$ cat src/msel_regs.svh
// Purpose: Named constants of the measurement store and error log block
// Assumes: Included by msel_err_hist and msel_top
// Notes:   Definitions only
`ifndef MSEL_REGS_SVH
`define MSEL_REGS_SVH
// ----------------------------------------------------------------
// Device event status layout
// ----------------------------------------------------------------
`define MSEL_STATUS_W 16
`define MSEL_MEM_FULL_BIT 10
`define MSEL_CNT_REACHED_BIT 4
// ----------------------------------------------------------------
// Sizes
// ----------------------------------------------------------------
`define MSEL_STORE_DEPTH 20000
`define MSEL_LOG_SLOTS 5
`define MSEL_HIST_SLOTS 10
`define MSEL_ERR_W 11
`define MSEL_MEAS_W 32
`endif

$ cat src/msel_pkg.sv
// Purpose: Types shared by the measurement store and error log block
// Assumes: msel_regs.svh holds the numbers
// Notes:   One-hot state codes are written out
package msel_pkg;
  // ----------------------------------------------------------------
  // Types
  // ----------------------------------------------------------------
  // History reply sequencer
  typedef enum logic [1:0] {
    MSEL_HIST_IDLE = 2'h1,
    MSEL_HIST_SEND = 2'h2
  } msel_hist_state_t;
  // Store mode as seen on the mode port
  typedef enum logic {
    MSEL_MODE_NORMAL = 1'h0,
    MSEL_MODE_BURST = 1'h1
  } msel_mode_t;
endpackage

$ cat src/msel_buf2.sv
// Purpose: Two-entry buffer between measurement source and store memory
// Assumes: One clock, asynchronous active-low reset
// Notes:   All outputs come from flops; flush drops both entries
module msel_buf2 #(
  parameter int W = 8 // Word width
) (
  input wire logic i_clk, // Clock
  input wire logic i_arst_n, // Async reset, low
  input wire logic i_flush, // Drop all entries
  input wire logic i_valid, // Source word valid
  input wire logic [W-1:0] i_data, // Source word
  output logic o_ready, // Room for a word
  output logic o_valid, // Head word valid
  output logic [W-1:0] o_data, // Head word
  input wire logic i_ready // Sink takes head
);
  // ----------------------------------------------------------------
  // State
  // ----------------------------------------------------------------
  typedef struct packed {
    logic [W-1:0] q0; // Head
    logic [W-1:0] q1; // Second
    logic v0; // Head valid
    logic v1; // Second valid
    logic room; // Ready kept in a flop, not inverted
  } msel_buf_st_t;
  msel_buf_st_t s; // Registered state
  msel_buf_st_t next_s; // Next state
  // Pop first, then push into the lowest free entry
  always_comb begin
    next_s = s;
    if (s.v0 && i_ready) begin
      next_s.q0 = s.q1;
      next_s.v0 = s.v1;
      next_s.v1 = 1'h0;
    end
    // Ready is !v1, so a push never finds both entries taken
    if (i_valid && !s.v1) begin
      if (!next_s.v0) begin
        next_s.q0 = i_data;
        next_s.v0 = 1'h1;
      end else begin
        next_s.q1 = i_data;
        next_s.v1 = 1'h1;
      end
    end
    if (i_flush) begin
      next_s = '0;
    end
    next_s.room = !next_s.v1;
  end
  // State register
  always_ff @(posedge i_clk or negedge i_arst_n) begin
    if (!i_arst_n) begin
      s <= '{default: '0, room: 1'h1};
    end else begin
      s <= next_s;
    end
  end
  assign o_ready = s.room;
  assign o_valid = s.v0;
  assign o_data = s.q0;
endmodule // msel_buf2

$ cat src/msel_err_hist.sv
// Purpose: Ten-entry retained error history with ordered readback
// Assumes: i_nv_arst_n is the retention domain reset, not power-on
// Notes:   Appends during a reply shift entries not yet sent
`include "msel_regs.svh"
module msel_err_hist
  import msel_pkg::*;
#(
  parameter int HS = `MSEL_HIST_SLOTS, // History entries
  parameter int EW = `MSEL_ERR_W // Error number width
) (
  input wire logic i_clk, // Clock
  input wire logic i_nv_arst_n, // Retention reset, low
  input wire logic i_err_valid, // New error
  input wire logic signed [EW-1:0] i_err_code, // Error number
  input wire logic i_query, // History query
  output logic o_valid, // Reply entry valid
  output logic signed [EW-1:0] o_data, // Reply entry
  output logic o_last, // Newest entry
  input wire logic i_ready // Host takes entry
);
  localparam int IW = $clog2(HS); // Index width
  typedef struct packed {
    logic [HS-1:0][EW-1:0] slot; // Index 0 oldest
    msel_hist_state_t st; // Reply state
    logic [IW-1:0] idx; // Entry on output
    logic valid; // Output valid
    logic [EW-1:0] data; // Output entry
    logic last; // Output is newest
  } msel_hist_st_t;
  msel_hist_st_t s; // Registered state
  msel_hist_st_t next_s; // Next state
  // ----------------------------------------------------------------
  // Append and reply
  // ----------------------------------------------------------------
  always_comb begin
    next_s = s;
    // Oldest drops out, newest lands at top slot
    if (i_err_valid) begin
      next_s.slot = {i_err_code, s.slot[HS-1:1]};
    end
    unique case (s.st)
      MSEL_HIST_IDLE: begin
        if (i_query) begin
          next_s.st = MSEL_HIST_SEND;
          next_s.idx = '0;
          next_s.data = s.slot[0];
          next_s.valid = 1'h1;
          next_s.last = (HS == 1);
        end
      end
      MSEL_HIST_SEND: begin
        if (i_ready && s.last) begin
          next_s.valid = 1'h0;
          next_s.last = 1'h0;
          next_s.st = MSEL_HIST_IDLE;
        end else if (i_ready) begin
          next_s.idx = s.idx + 1'h1;
          next_s.data = s.slot[next_s.idx];
          next_s.last = (next_s.idx == IW'(HS - 1));
        end
      end
      default: begin
        next_s.st = MSEL_HIST_IDLE;
        next_s.valid = 1'h0;
      end
    endcase
  end
  // Only the retention reset clears it; log clears never reach here
  always_ff @(posedge i_clk or negedge i_nv_arst_n) begin
    if (!i_nv_arst_n) begin
      s <= '{default: '0, st: MSEL_HIST_IDLE};
    end else begin
      s <= next_s;
    end
  end
  assign o_valid = s.valid;
  assign o_data = s.data;
  assign o_last = s.last;
endmodule // msel_err_hist

$ cat src/msel_top.sv
// Purpose: Measurement store control, error log and error history
// Assumes: Single 125 MHz clock; strobes are one-cycle pulses
// Notes:   Store memory sits outside; this block feeds its write port
// ----------------------------------------------------------------
// How it works
// - Full buffer sets event bit and indicator
// - Normal stops writing; burst halts and stops sweep
// - Count equals target sets count-reached event bit
// - Store on/off and mode changes refused during source sweep
// - Clears, enables, mode switches and power-on empty buffer
// - Burst mode empties buffer at sweep start
// - Errors fill five log slots in order
// - Sixth error overwrites the last slot
// - Pending indicator follows non-empty log
// - Log cleared by power-on, display, query, clear-status
// - Ten-entry history survives power-on and log clears
// - History drops oldest, newest in slot ten
// - History query returns oldest to newest
// ----------------------------------------------------------------
`include "msel_regs.svh"
module msel_top
  import msel_pkg::*;
#(
  parameter int DEPTH = `MSEL_STORE_DEPTH, // Store capacity
  parameter int MW = `MSEL_MEAS_W, // Result width
  parameter int LS = `MSEL_LOG_SLOTS, // Log slots
  parameter int HS = `MSEL_HIST_SLOTS, // History slots
  parameter int EW = `MSEL_ERR_W, // Error number width
  parameter int CW = $clog2(DEPTH + 1) // Count width
) (
  input wire logic i_clk, // Clock, 125 MHz
  input wire logic i_arst_n, // Power-on reset, low
  input wire logic i_nv_arst_n, // History retention reset
  // Store settings
  input wire logic i_store_en_set, // Store on/off request
  input wire logic i_store_en_val, // 1 = store on
  input wire logic i_store_mode_set, // Mode change request
  input wire msel_mode_t i_store_mode_val, // Requested mode
  input wire logic i_set_store_count_cmd, // Load target
  input wire logic [CW-1:0] i_store_count_val, // Target count
  input wire logic i_panel_clear, // Panel memory clear
  input wire logic i_memory_clear_cmd, // Remote memory clear
  input wire logic i_sweep_mode, // Sweep source mode
  input wire logic i_sweep_running, // Sweep in progress
  input wire logic i_sweep_start, // Sweep starts
  input wire logic i_event_clear, // Event register read
  // Measurement stream
  input wire logic i_meas_valid, // Result valid
  input wire logic [MW-1:0] i_meas_data, // Result
  output logic o_meas_ready, // Buffer room
  output logic o_wr_valid, // Store write valid
  output logic [CW-1:0] o_wr_addr, // Store write slot
  output logic [MW-1:0] o_wr_data, // Store write data
  input wire logic i_wr_ready, // Store memory takes
  // Store status
  output logic [`MSEL_STATUS_W-1:0] o_dev_event_status, // Events
  output logic o_store_indicator, // Buffer full lamp
  output logic o_meas_halt, // Burst halt level
  output logic o_sweep_stop, // Sweep stop pulse
  output logic o_store_on, // Storing enabled
  output msel_mode_t o_store_mode, // Current mode
  output logic [CW-1:0] o_store_count, // Results stored
  output logic o_cmd_rejected, // Setting refused pulse
  // Error log
  input wire logic i_err_valid, // Error detected
  input wire logic signed [EW-1:0] i_err_code, // Error number
  input wire logic i_log_displayed, // Log screen shown
  input wire logic i_error_log_query, // Log query
  input wire logic i_clear_status_cmd, // Clear-status command
  output logic o_err_pending, // Error indicator
  output logic o_log_valid, // Log reply pulse
  output logic [LS-1:0][EW-1:0] o_log_data, // Slot 0 first
  output logic [$clog2(LS+1)-1:0] o_log_count, // Slots in reply
  // Error history
  input wire logic i_error_history_query, // History query
  output logic o_hist_valid, // Entry valid
  output logic signed [EW-1:0] o_hist_data, // Entry
  output logic o_hist_last, // Newest entry
  input wire logic i_hist_ready // Host takes entry
);
  // ----------------------------------------------------------------
  // Constants and state
  // ----------------------------------------------------------------
  localparam int LCW = $clog2(LS + 1); // Log count width
  localparam logic [CW-1:0] FULL_CNT = CW'(DEPTH); // Full mark
  localparam logic [LCW-1:0] LOG_MAX = LCW'(LS); // Log full mark
  typedef struct packed {
    logic store_on; // Storing enabled
    logic burst; // Burst mode
    logic [CW-1:0] target; // Host target count
    logic [CW-1:0] count; // Results taken
    logic mem_full; // Buffer full level
    logic halt; // Burst halt
    logic sweep_stop; // Stop pulse
    logic reject; // Refusal pulse
    logic [`MSEL_STATUS_W-1:0] evt; // Sticky events
    logic [LS-1:0][EW-1:0] log; // Error log slots
    logic [LCW-1:0] log_cnt; // Slots used
    logic pending; // Indicator
    logic log_vld; // Reply pulse
    logic [LS-1:0][EW-1:0] log_out; // Reply copy
    logic [LCW-1:0] log_out_cnt; // Reply count
  } msel_top_st_t;
  msel_top_st_t s; // Registered state
  msel_top_st_t next_s; // Next state
  logic locked; // On/off and mode frozen by sweep
  logic clr; // Empty the buffer now
  logic lclr; // Empty the log now
  logic enq; // Result enters buffer
  logic buf_in_ready; // Buffer room
  logic [CW-1:0] cnt_inc; // Count after enqueue
  // ----------------------------------------------------------------
  // Clear and accept decisions
  // ----------------------------------------------------------------
  // On/off and mode changes are frozen while a source sweep runs
  assign locked = i_sweep_mode && i_sweep_running;
  // Any accepted enable-on or mode switch also empties the buffer
  assign clr = i_panel_clear || i_memory_clear_cmd
    || (s.burst && i_sweep_start)
    || (!locked && i_store_en_set && i_store_en_val)
    || (!locked && i_store_mode_set
        && (i_store_mode_val != msel_mode_t'(s.burst)));
  assign lclr = i_log_displayed || i_error_log_query
    || i_clear_status_cmd;
  // A full buffer takes nothing more; measuring carries on in normal mode
  assign enq = i_meas_valid && buf_in_ready && s.store_on
    && !s.mem_full && !s.halt && !clr;
  assign cnt_inc = s.count + 1'h1;
  // ----------------------------------------------------------------
  // Next state
  // ----------------------------------------------------------------
  always_comb begin
    next_s = s;
    next_s.sweep_stop = 1'h0;
    next_s.reject = 1'h0;
    next_s.log_vld = 1'h0;
    // Event read clears; a set in the same cycle wins below
    if (i_event_clear) begin
      next_s.evt = '0;
    end
    // Store settings
    if ((i_store_en_set || i_store_mode_set) && locked) begin
      next_s.reject = 1'h1;
    end else begin
      if (i_store_en_set) begin
        next_s.store_on = i_store_en_val;
      end
      if (i_store_mode_set) begin
        next_s.burst = (i_store_mode_val == MSEL_MODE_BURST);
      end
    end
    if (i_set_store_count_cmd) begin
      next_s.target = i_store_count_val;
    end
    // Buffer fill
    if (clr) begin
      next_s.count = '0;
      next_s.mem_full = 1'h0;
      next_s.halt = 1'h0;
    end else if (enq) begin
      next_s.count = cnt_inc;
      if (cnt_inc == FULL_CNT) begin
        next_s.mem_full = 1'h1;
        next_s.evt[`MSEL_MEM_FULL_BIT] = 1'h1;
        if (s.burst) begin
          next_s.halt = 1'h1;
          next_s.sweep_stop = 1'h1;
        end
      end
      if (s.target != '0 && cnt_inc == s.target) begin
        next_s.evt[`MSEL_CNT_REACHED_BIT] = 1'h1;
      end
    end
    // Error log: reply copies the old contents before clearing
    if (i_error_log_query) begin
      next_s.log_out = s.log;
      next_s.log_out_cnt = s.log_cnt;
      next_s.log_vld = 1'h1;
    end
    if (lclr) begin
      next_s.log = '0;
      next_s.log_cnt = '0;
    end
    // An error in a clearing cycle lands in the emptied log
    if (i_err_valid) begin
      if (next_s.log_cnt < LOG_MAX) begin
        next_s.log[next_s.log_cnt] = i_err_code;
        next_s.log_cnt = next_s.log_cnt + 1'h1;
      end else begin
        next_s.log[LS-1] = i_err_code;
      end
    end
    next_s.pending = (next_s.log_cnt != '0);
  end
  // ----------------------------------------------------------------
  // State register
  // ----------------------------------------------------------------
  // Power-on empties buffer and log; the history is not here
  always_ff @(posedge i_clk or negedge i_arst_n) begin
    if (!i_arst_n) begin
      s <= '0;
    end else begin
      s <= next_s;
    end
  end
  // ----------------------------------------------------------------
  // Buffer toward the store memory
  // ----------------------------------------------------------------
  // Stall by the store memory backs up to o_meas_ready
  msel_buf2 #(
    .W(CW + MW)
  ) u_buf (
    .i_clk(i_clk),
    .i_arst_n(i_arst_n),
    .i_flush(clr),
    .i_valid(enq),
    .i_data({s.count, i_meas_data}),
    .o_ready(buf_in_ready),
    .o_valid(o_wr_valid),
    .o_data({o_wr_addr, o_wr_data}),
    .i_ready(i_wr_ready)
  );
  assign o_meas_ready = buf_in_ready;
  // ----------------------------------------------------------------
  // Retained history
  // ----------------------------------------------------------------
  msel_err_hist #(
    .HS(HS),
    .EW(EW)
  ) u_hist (
    .i_clk(i_clk),
    .i_nv_arst_n(i_nv_arst_n),
    .i_err_valid(i_err_valid),
    .i_err_code(i_err_code),
    .i_query(i_error_history_query),
    .o_valid(o_hist_valid),
    .o_data(o_hist_data),
    .o_last(o_hist_last),
    .i_ready(i_hist_ready)
  );
  // ----------------------------------------------------------------
  // Outputs
  // ----------------------------------------------------------------
  assign o_dev_event_status = s.evt;
  assign o_store_indicator = s.mem_full;
  assign o_meas_halt = s.halt;
  assign o_sweep_stop = s.sweep_stop;
  assign o_store_on = s.store_on;
  assign o_store_mode = msel_mode_t'(s.burst);
  assign o_store_count = s.count;
  assign o_cmd_rejected = s.reject;
  assign o_err_pending = s.pending;
  assign o_log_valid = s.log_vld;
  assign o_log_data = s.log_out;
  assign o_log_count = s.log_out_cnt;
endmodule // msel_top
$ cat config.mk
export PLATFORM = sky130hd
export DESIGN_NAME = msel_top
export DESIGN_NICKNAME = d
export VERILOG_FILES = /design/src/msel_pkg.sv /design/src/msel_buf2.sv /design/src/msel_err_hist.sv /design/src/msel_top.sv
export VERILOG_INCLUDE_DIRS = /design/src /design/src/src
export SDC_FILE = /design/constraint.sdc
export NUM_CORES = 1
export LEC_CHECK = 0
export BUFFER_PORTS_ARGS = -buffer_cell sky130_fd_sc_hd__buf_2
export CAP_MARGIN = 30
export CORE_ASPECT_RATIO = 0.5
export CORE_MARGIN = 3
export CORE_UTILIZATION = 40
export CTS_CLUSTER_SIZE = 28
export DETAILED_ROUTE_END_ITERATION = 8
export GPL_ROUTABILITY_DRIVEN = 0
export HOLD_SLACK_MARGIN = 0.06
export MAX_ROUTING_LAYER = met4
export SLEW_MARGIN = 10
export SYNTH_ARGS = -nofsm -noshare
export SYNTH_HDL_FRONTEND = slang
export SYNTH_SLANG_ARGS = --single-unit
$ cat constraint.sdc
create_clock -name i_clk -period 6 [get_ports i_clk]
set_input_delay 0 -clock i_clk [delete_from_list [all_inputs] [get_ports i_clk]]
set_output_delay 0 -clock i_clk [all_outputs]
set_load 0.01 [all_outputs]
==> results of run 1 <==
## power breakdown
group | leakage [nW] | internal, mW | total [mW] | switching [mW]
Combinational | 4.01 | 0.686 | 1.28 | 0.593
Sequential | 4.99 | 2.89 | 3.10 | 0.218
Clock | 0.621 | 1.42 | 2.46 | 1.03
## layout make-up
class / count / area [µm²]
clock inverter: 15 / 175
tap: 588 / 736
inverter: 20 / 75.1
multi-input combinational: 994 / 7100
fill: 4026 / 23200
antenna: 1 / 2.50
sequential: 381 / 9540
timing repair buffer: 340 / 2340
clock buffer: 51 / 1100
## worst max path at each step
stage / start / end / slack [ns]
after CTS: u_hist.s[17] / u_hist.o_valid / 2.97
after global routing: o_store_mode / u_buf.o_data[27] / 2.82
after detailed placement: o_store_mode / u_buf.o_data[25] / 3.03
after global placement: o_store_mode / u_buf.o_data[19] / 3.13
final: o_store_mode / u_buf.o_data[20] / 3.02
after floorplan: u_hist.s[13] / u_hist.o_data[2] / 3.21
## worst max-delay path: cells and delay by family, from the launching register on
kind	cells	cell delay, ns
flip-flops	1	0.39
AND/OR/NAND/NOR	2	1.03
buffers and inverters	3	0.79
AO/OA/AOI/OAI	3	0.51
## cells in the final DEF, fill, tap and decap left out, types with 6 or more instances in the layout
| cell | netlist | layout |
|---|---|---|
| nor4_1 | 9 | 9 |
| mux2_2 | 186 | 186 |
| nand3_1 | 72 | 72 |
| clkinv_2 | 0 | 6 |
| nor2_1 | 55 | 55 |
| o31ai_1 | 19 | 19 |
| mux4_2 | 22 | 22 |
| clkbuf_8 | 0 | 8 |
| nand2b_1 | 6 | 6 |
| a311oi_2 | 27 | 27 |
| inv_1 | 20 | 20 |
| a21oi_1 | 58 | 58 |
| buf_4 | 151 | 20 |
| buf_2 | 17 | 221 |
| mux2i_1 | 42 | 42 |
| nor3_1 | 10 | 8 |
| dfrtp_1 | 379 | 378 |
| clkbuf_16 | 0 | 39 |
| dlygate4sd3_1 | 0 | 89 |
| nand4_1 | 9 | 9 |
| conb_1 | 1 | 14 |
| nand2_1 | 294 | 293 |
| xor2_1 | 12 | 12 |
| xnor2_1 | 26 | 26 |
| o21ai_0 | 61 | 61 |
| ha_1 | 7 | 7 |
| o221ai_1 | 11 | 11 |
## stage by stage
step / cell area [µm²] / total power [mW] / hold WS (ns) / std cells / utilization
final: 21100 / 6.84 / 0.0751 / 2390 / 0.476
after global routing: 21100 / 7.21 / 0.0799 / 2390 / 0.476
after CTS: 21000 / 6.93 / 0.0676 / 2385 / 0.474
after detailed placement: 18800 / 4.38 / 0.112 / 2230 / 0.425
after global placement: 18700 / 4.33 / 0.106 / 2225 / 0.423
after floorplan: 18200 / 4.03 / -0.296 / 1653 / -
## registers in the layout, summed over array words and instances, names as in the netlist, 2 cells and up
register	cells
u_hist.s	115
o_log_data	55
o_store_count	15
s	73
u_buf.o_data	47
u_hist.o_data	11
o_dev_event_status	2
u_buf.s	48
o_log_count	3
## per-layer routing
metal,GRT usage,part of all wire,up-vias
met4,0.0645,0.037,0
met1,0.221,0.43,6168
met3,0.0280,0.035,88
met2,0.300,0.50,220
li1,-,-,5767
met5,-,0,-
## what timing repair did
item	in CTS	in global routing
endpoints found under the hold margin	343	0
hold buffers	89	0
buffers inserted	0	0
## logic make-up after synthesis
kind of cell,after synthesis
buffers and inverters,278
other,1
DFF,381
adders and majority gates,8
AOI/OAI and AO/OA,197
xor gates and xnor gates,38
muxes,250
and+or+nand+nor,487
==> reports/metrics.csv, run 1 <==
metric,value,unit
drtIter0Drc,906,
cpMostUsedCell,buf_4,
vias,12200,
synth_compound_area_frac,0.0779,
vias_per_cell,5.12,
core_area,44300,µm²
synth_top_area_cell,dfrtp_1,
clock.fmax,336,MHz
arrival,3.34,ns
yosys_warnings,0,
die_w,308,µm
synth-edff-count,0,
grt_max_degree,113,
rows,54,
nets,1862,
crit_required,6.36,ns
fin_skew,0.0121,ns
rsz0062_at_grt,no,
worst_setup_path_start_kind,flip-flop,
root_buffer,clkbuf_16,
synth_xor_area_frac,0.0183,
setup_violations,0,
grt_pass1_wl,67.4,mm
synth_top_area_frac,0.521,
syn_area,18200,µm²
routedWlPerCell,17.7,µm
status,finished clean,
fin_setup_tns,0,ns
hold_viol,0,
r2r_cells,8,
crit_path_end_kind,flip-flop,
clock_latency,0.53,ns
synth.area.mux_share,0.165,
floorplan.initialDensity,0.411,
syn_avg_cell_area,11.1,µm²
synth_cell_type_count,59,
critical_path.max_fanout,59,
slowest_stage,or4_2,
synth-simple-area-share,0.118,
synth-seq-cells,381,
cts_num_sinks,381,
finalWirelength,42.2,mm
route.detailed.drc,0,
yosysMostFrequentCell,dfrtp_1,
cts_tree,done,
antenna_left,0,
synthAdderAreaFrac,0.00536,
grt_pass1_vias,12200,
synthTopCellsByCount,"379 x dfrtp_1, 294 x nand2_1, 186 x mux2_2",
slew_headroom,0.410,
r2r_setup_slack,3.02,ns
critPathKind,flip-flop to flip-flop,
postSynthCellCount,1640,
h-tree-depth,2,
worst_slew_pin_slew,0.885,ns
final.period_utilization,0.496,
layout_setup_ws,3.02,ns
place_ws,3.03,ns
clkTransAtPathRegs,0.06,ns
drt_first_pass_iters,5,
syn2layout_area_growth,15.8,%
overflow,0,
hold_class,primary input to async pin,
power_density,325,nW/µm²
cts_made_buffers,38,
ys_seq_area_frac,0.524,
rr_startpoint,o_store_mode,
antenna_found_initial,1,
numPortBuffers,224,
peakVddDrop,0.000182,V
slew_viol_final,0,
die_h,157,µm
drive_gt1_frac,0.316,
grtUsageTotal,0.179,
period_needed,2.98,ns
path_cells,"inv_1, a311oi_1, o21ai_4, buf_4, or4_2, buf_4, nor2_1, a311oi_2",
ios,239,
synth_top_family_by_area,multiplexers,
synth_area_leaders,"dfrtp_1 52%, mux2_2 12%, buf_4 6.2%",
ctsResizeCount,0,
clock_path_buffers,3,
hpwl,26.5,mm
cap_viol_max_count,0,
max_stage_delay,0.82,ns
die_area,48200,µm²
r2r_end,u_buf.o_data[20],
ys.flop_type,dfrtp_1,
ys_async_sr_fraction,1.00,
p_leak,9.62,nW
Power figures use the tool's default switching activity.
==> inputs of run 2 (changes only) <==
- clock period: 6 -> 2.4 ns (I/O delays scaled with it)
==> reports/metrics.csv, run 2 (synthesis results as in run 1) <==
metric,value,unit
grt_pass1_vias,12500,
hold_slack,0.0607,ns
setup_violations,0,
routedWlPerCell,17.7,µm
layout_common_cells,"378 x dfrtp_1, 293 x nand2_1, 221 x buf_2",
layout_setup_ws,0.124,ns
seqPwrFrac,0.455,
cts_num_sinks,381,
drt_first_pass_iters,5,
diodes,0,
vias,12300,
pwr-share-comb,0.190,
grt_max_degree,114,
worst_slew_pin_slew,0.806,ns
drive_gt1_frac,0.326,
die_h,157,µm
p_clk_frac,0.355,
fin_area,21400,µm²
place_ws,0.0881,ns
cap_viol_max_count,0,
switching_share,0.270,
peakVddDrop,0.000461,V
cts_tree,done,
rsz0062_at_grt,no,
final.period_utilization,0.948,
hold_class,primary input to flip-flop,
use_met3,0.0258,
grtUsageTotal,0.183,
ios,239,
syn2layout_area_growth,17.7,%
root_buffer,clkbuf_16,
fin_skew,0.0156,ns
p_leak,9.82,nW
antenna_left,0,
core_area,44300,µm²
floorplan.initialDensity,0.411,
drtIter0Drc,811,
numPortBuffers,224,
overflow,0,
die_w,308,µm
use_met2,0.314,
h-tree-depth,2,
clock.fmax,439,MHz
clock_latency,0.54,ns
hpwl,27.8,mm
clock_path_buffers,3,
nets,1902,
rows,54,
die_area,48200,µm²
final_common_cell,dfrtp_1,
vias_per_cell,5.08,
place_area,19100,µm²
critPathKind,flip-flop to flip-flop,
finalWirelength,43.1,mm
fin_setup_tns,0,ns
crit_required,2.84,ns
period_needed,2.28,ns
slew_viol_final,0,
slew_headroom,0.463,
arrival,2.71,ns
finalPower,17.0,mW
clkTransAtPathRegs,0.06,ns
route.detailed.drc,0,
cts_made_buffers,38,
registers.top_by_ff_count,u_hist.s,
critical_path.max_fanout,4,
grt_use_met1,0.225,
worst_setup_path_start_kind,flip-flop,
crit_path_end_kind,flip-flop,
fill_cells,3963,
antenna_found_initial,0,
grt_pass1_wl,69.1,mm
internal-power,12.4,mW
status,finished clean,
largest_register_ffs,115,
switching_power,4.58,mW
power_density,793,nW/µm²
grt-busiest-layer,met2,
hold_viol,0,
[run 2: cell types whose count changed in the layout (fill, tap and decap cells not counted), sizes merged]
| cell | previous run | this run |
|---|---|---|
| buf | 251 | 282 |
| bufinv | 3 | 2 |
| clkbuf | 51 | 56 |
| clkinv | 7 | 6 |
| clkinvlp | 4 | 2 |
| diode | 1 | 0 |
| dlygate4sd3 | 89 | 98 |
[run 2: final cells by class]
| class | instances | area (µm²) | share of cell area |
|---|---|---|---|
| Sequential cell | 381 | 9540 | 0.445 |
| Multi-Input combinational cell | 994 | 7120 | 0.332 |
| Timing Repair Buffer | 380 | 2690 | 0.126 |
| Clock buffer | 56 | 1120 | 0.0523 |
| Tap cell | 588 | 736 | 0.0344 |
| Clock inverter | 11 | 140 | 0.00654 |
| Inverter | 20 | 75.1 | 0.00351 |
[run 2: power by group through the flow]
| stage | sequential (mW) | clock [mW] | combinational [mW] |
|---|---|---|---|
| floorplan | 7.68 | 0 | 2.42 |
| global placement | 7.83 | 0 | 3.10 |
| detailed placement | 7.85 | 0 | 3.12 |
| CTS | 7.74 | 6.22 | 3.29 |
| global route | 7.84 | 6.48 | 3.54 |
| finish | 7.73 | 6.03 | 3.22 |
[run 2: final timing paths]
kind / slack [ns] / from / cells after the start / to
max: 0.12 / o_store_count[0] / 7 / o_dev_event_status[10]
min: 0.06 / i_error_log_query / 5 / s[60]
max reg2reg: 0.12 / o_store_count[0] / 7 / o_dev_event_status[10]
min reg2reg: 0.47 / u_hist.o_data[5] / 2 / u_hist.o_data[5]
max in group asynchronous: 1.11 / i_arst_n / 4 / o_store_count[10]
min in group asynchronous: 0.55 / i_nv_arst_n / 3 / u_hist.s[17]
[run 2: metrics by stage]
| stage | utilization | cells |
|---|---|---|
| 2_1_floorplan | - | 1653 |
| 3_3_place_gp | 0.433 | 2264 |
| 3_5_place_dp | 0.433 | 2264 |
| 4_1_cts | 0.483 | 2429 |
| 5_1_grt | 0.484 | 2430 |
| 6_report | 0.484 | 2430 |
[run 2: per-layer routing]
| layer | wire (µm) | vias up |
|---|---|---|
| met1 | 18500 | 6174 |
| met2 | 21900 | 216 |
| li1 | - | 5855 |
| met5 | 0 | - |
| met4 | 1360 | 0 |
| met3 | 1250 | 88 |
[run 2: worst max-delay path, stage by stage, from the launching register on]
cell and delay (ns):
dfrtp_1 0.36, ha_1 0.18, nand4_1 0.24, nor3_2 0.23
mux2i_1 0.31, nand2_1 0.09, or4b_4 0.56, o32ai_2 0.21
[run 2: timing repair]
action / in CTS / in global routing
setup endpoints to repair: 0 / 27
hold endpoints to repair: 549 / 2
buffers inserted: 0 / 0
gates resized for setup: 0 / 2
hold buffers: 98 / 2
==> inputs of run 3 (changes only) <==
- CORE_UTILIZATION: 40 -> 45
- PLACE_DENSITY: not set -> 0.67
- REMOVE_ABC_BUFFERS: not set -> 1
==> reports/metrics.csv, run 3 (synthesis results as in run 1) <==
metric,value,unit
route.detailed.drc,0,
max_stage_delay,0.47,ns
worst_slew_pin_slew,0.817,ns
seqPwrFrac,0.461,
rr_startpoint,o_store_count[1],
cts_num_sinks,381,
grt_pass1_wl,66.6,mm
crit_buf_inv,1,
drt_first_pass_iters,5,
status,finished clean,
layout_common_cells,"378 x dfrtp_1, 293 x nand2_1, 221 x buf_2",
final_common_cell,dfrtp_1,
slowest_stage,nor4_1,
routedWlPerCell,16.9,µm
hp-start,i_memory_clear_cmd,
grt_max_degree,88,
grtUsageTotal,0.193,
hold_viol,0,
switching_power,4.47,mW
hold_path_depth,5,
registers.top_by_ff_count,u_hist.s,
largest_register_ffs,115,
die_area,43000,µm²
diodes,0,
peakVddDrop,0.000487,V
holdPathEnd,o_store_indicator,
critical_path.max_fanout,4,
arrival,2.73,ns
clock.fmax,441,MHz
internal-power,12.4,mW
crit_path_end_kind,flip-flop,
final_core_util,0.541,
syn2layout_area_growth,17.2,%
vias,12400,
clock_latency,0.54,ns
finalPower,16.8,mW
multi_input_area,7110,µm²
finalWirelength,40.0,mm
rsz0062_at_grt,no,
grt_pass1_vias,12500,
cts_tree,done,
clkTransAtPathRegs,0.06,ns
overflow,0,
fin_skew,0.0245,ns
core_area,39400,µm²
final.period_utilization,0.944,
power_density,789,nW/µm²
antenna_left,0,
p_leak,9.82,nW
drive_gt1_frac,0.327,
clock_path_buffers,3,
die_w,290,µm
drtIter0Drc,785,
numPortBuffers,224,
r2r_setup_slack,0.13,ns
crit_required,2.86,ns
r2r_end,o_dev_event_status[4],
r2r_cells,8,
vias_per_cell,5.21,
path_cells,"ha_1, nand4_1, nor4_1, buf_4, xnor2_1, a41o_1, nor4_1, a31o_2",
critPathKind,flip-flop to flip-flop,
h-tree-depth,2,
period_needed,2.27,ns
ios,239,
root_buffer,clkbuf_16,
floorplan.initialDensity,0.462,
worst_setup_path_start_kind,flip-flop,
cpMostUsedCell,nor4_1,
slew_headroom,0.455,
fill_cells,3327,
p_clk_frac,0.350,
cts_made_buffers,36,
switching_share,0.266,
cap_viol_max_count,0,
antenna_found_initial,0,
pwr-share-comb,0.189,
setup_violations,0,
nets,1901,
regArea,9540,µm²
crit_family,simple AND/OR/NAND/NOR gates,
hold_class,primary input to flip-flop,
die_h,148,µm
rows,51,
slew_viol_final,0,
hpwl,25.9,mm
[run 3: cell types whose count changed in the layout (fill, tap and decap cells not counted), sizes merged]
cell	change
buf	+2
bufinv	+1
clkbuf	-3
dlygate4sd3	-1
[run 3: stage by stage]
| step | setup TNS, ns | hold WS (ns) | setup slack (ns) | std cells | area [µm²] |
|---|---|---|---|---|---|
| after floorplan | -496.67 | -0.296 | -5.03 | 1395 | 16700 |
| after global placement | 0 | -0.0843 | 0.136 | 2208 | 19100 |
| after detailed placement | 0 | -0.0794 | 0.101 | 2208 | 19100 |
| after CTS | 0 | 0.0774 | 0.0914 | 2370 | 21300 |
| after global routing | 0 | 0.174 | 0.00528 | 2371 | 21300 |
| final | 0 | 0.137 | 0.135 | 2371 | 21300 |
[run 3: final cells by class]
class | instances | share of cell area
well taps | 530 | 0.0311
clock buffers | 53 | 0.0500
inverters | 20 | 0.00352
clock inverters | 12 | 0.00728
repair buffers | 381 | 0.127
flip-flops and latches | 381 | 0.448
multi-input cells | 994 | 0.334
[run 3: worst max-delay path by stage]
stage	startpoint	endpoint	slack, ns	cells past startpoint
after CTS	o_store_count[1]	o_dev_event_status[10]	0.09	7
final	o_store_count[1]	o_dev_event_status[4]	0.13	8
after detailed placement	o_store_mode	u_buf.o_data[0]	0.10	7
after global placement	o_store_count[0]	o_dev_event_status[10]	0.14	7
after global routing	o_store_count[1]	o_dev_event_status[10]	0.005	7
after floorplan	o_store_mode	u_buf.o_data[0]	-5.03	5
[run 3: worst register-to-register path, cell delays in order (launching register included)]
cell     delay (ns)
dfrtp_1        0.35
ha_1           0.17
nand4_1        0.22
nor4_1         0.30
buf_4          0.17
xnor2_1        0.06
a41o_1         0.21
nor4_1         0.47
a31o_2         0.25
[run 3: per-layer routing]
metal,wire (µm),track usage,part of all wire
met5,0,-,0
met4,1010,0.0584,0.025
met3,1650,0.0312,0.041
met2,19800,0.322,0.50
met1,17500,0.245,0.44
[run 3: power groups by stage]
stage	combinational, mW	sequential, mW	clock [mW]
floorplan	1.92	7.87	0
global placement	3.03	7.84	0
detailed placement	3.08	7.87	0
CTS	3.24	7.75	6.08
global route	3.51	7.85	6.35
finish	3.18	7.75	5.89
[run 3: repair_timing]
action	in CTS	in global routing
hold buffers	97	1
gates resized for setup	0	3
setup buffers	0	0
endpoints found under the setup margin	0	12
endpoints found under the hold margin	561	4
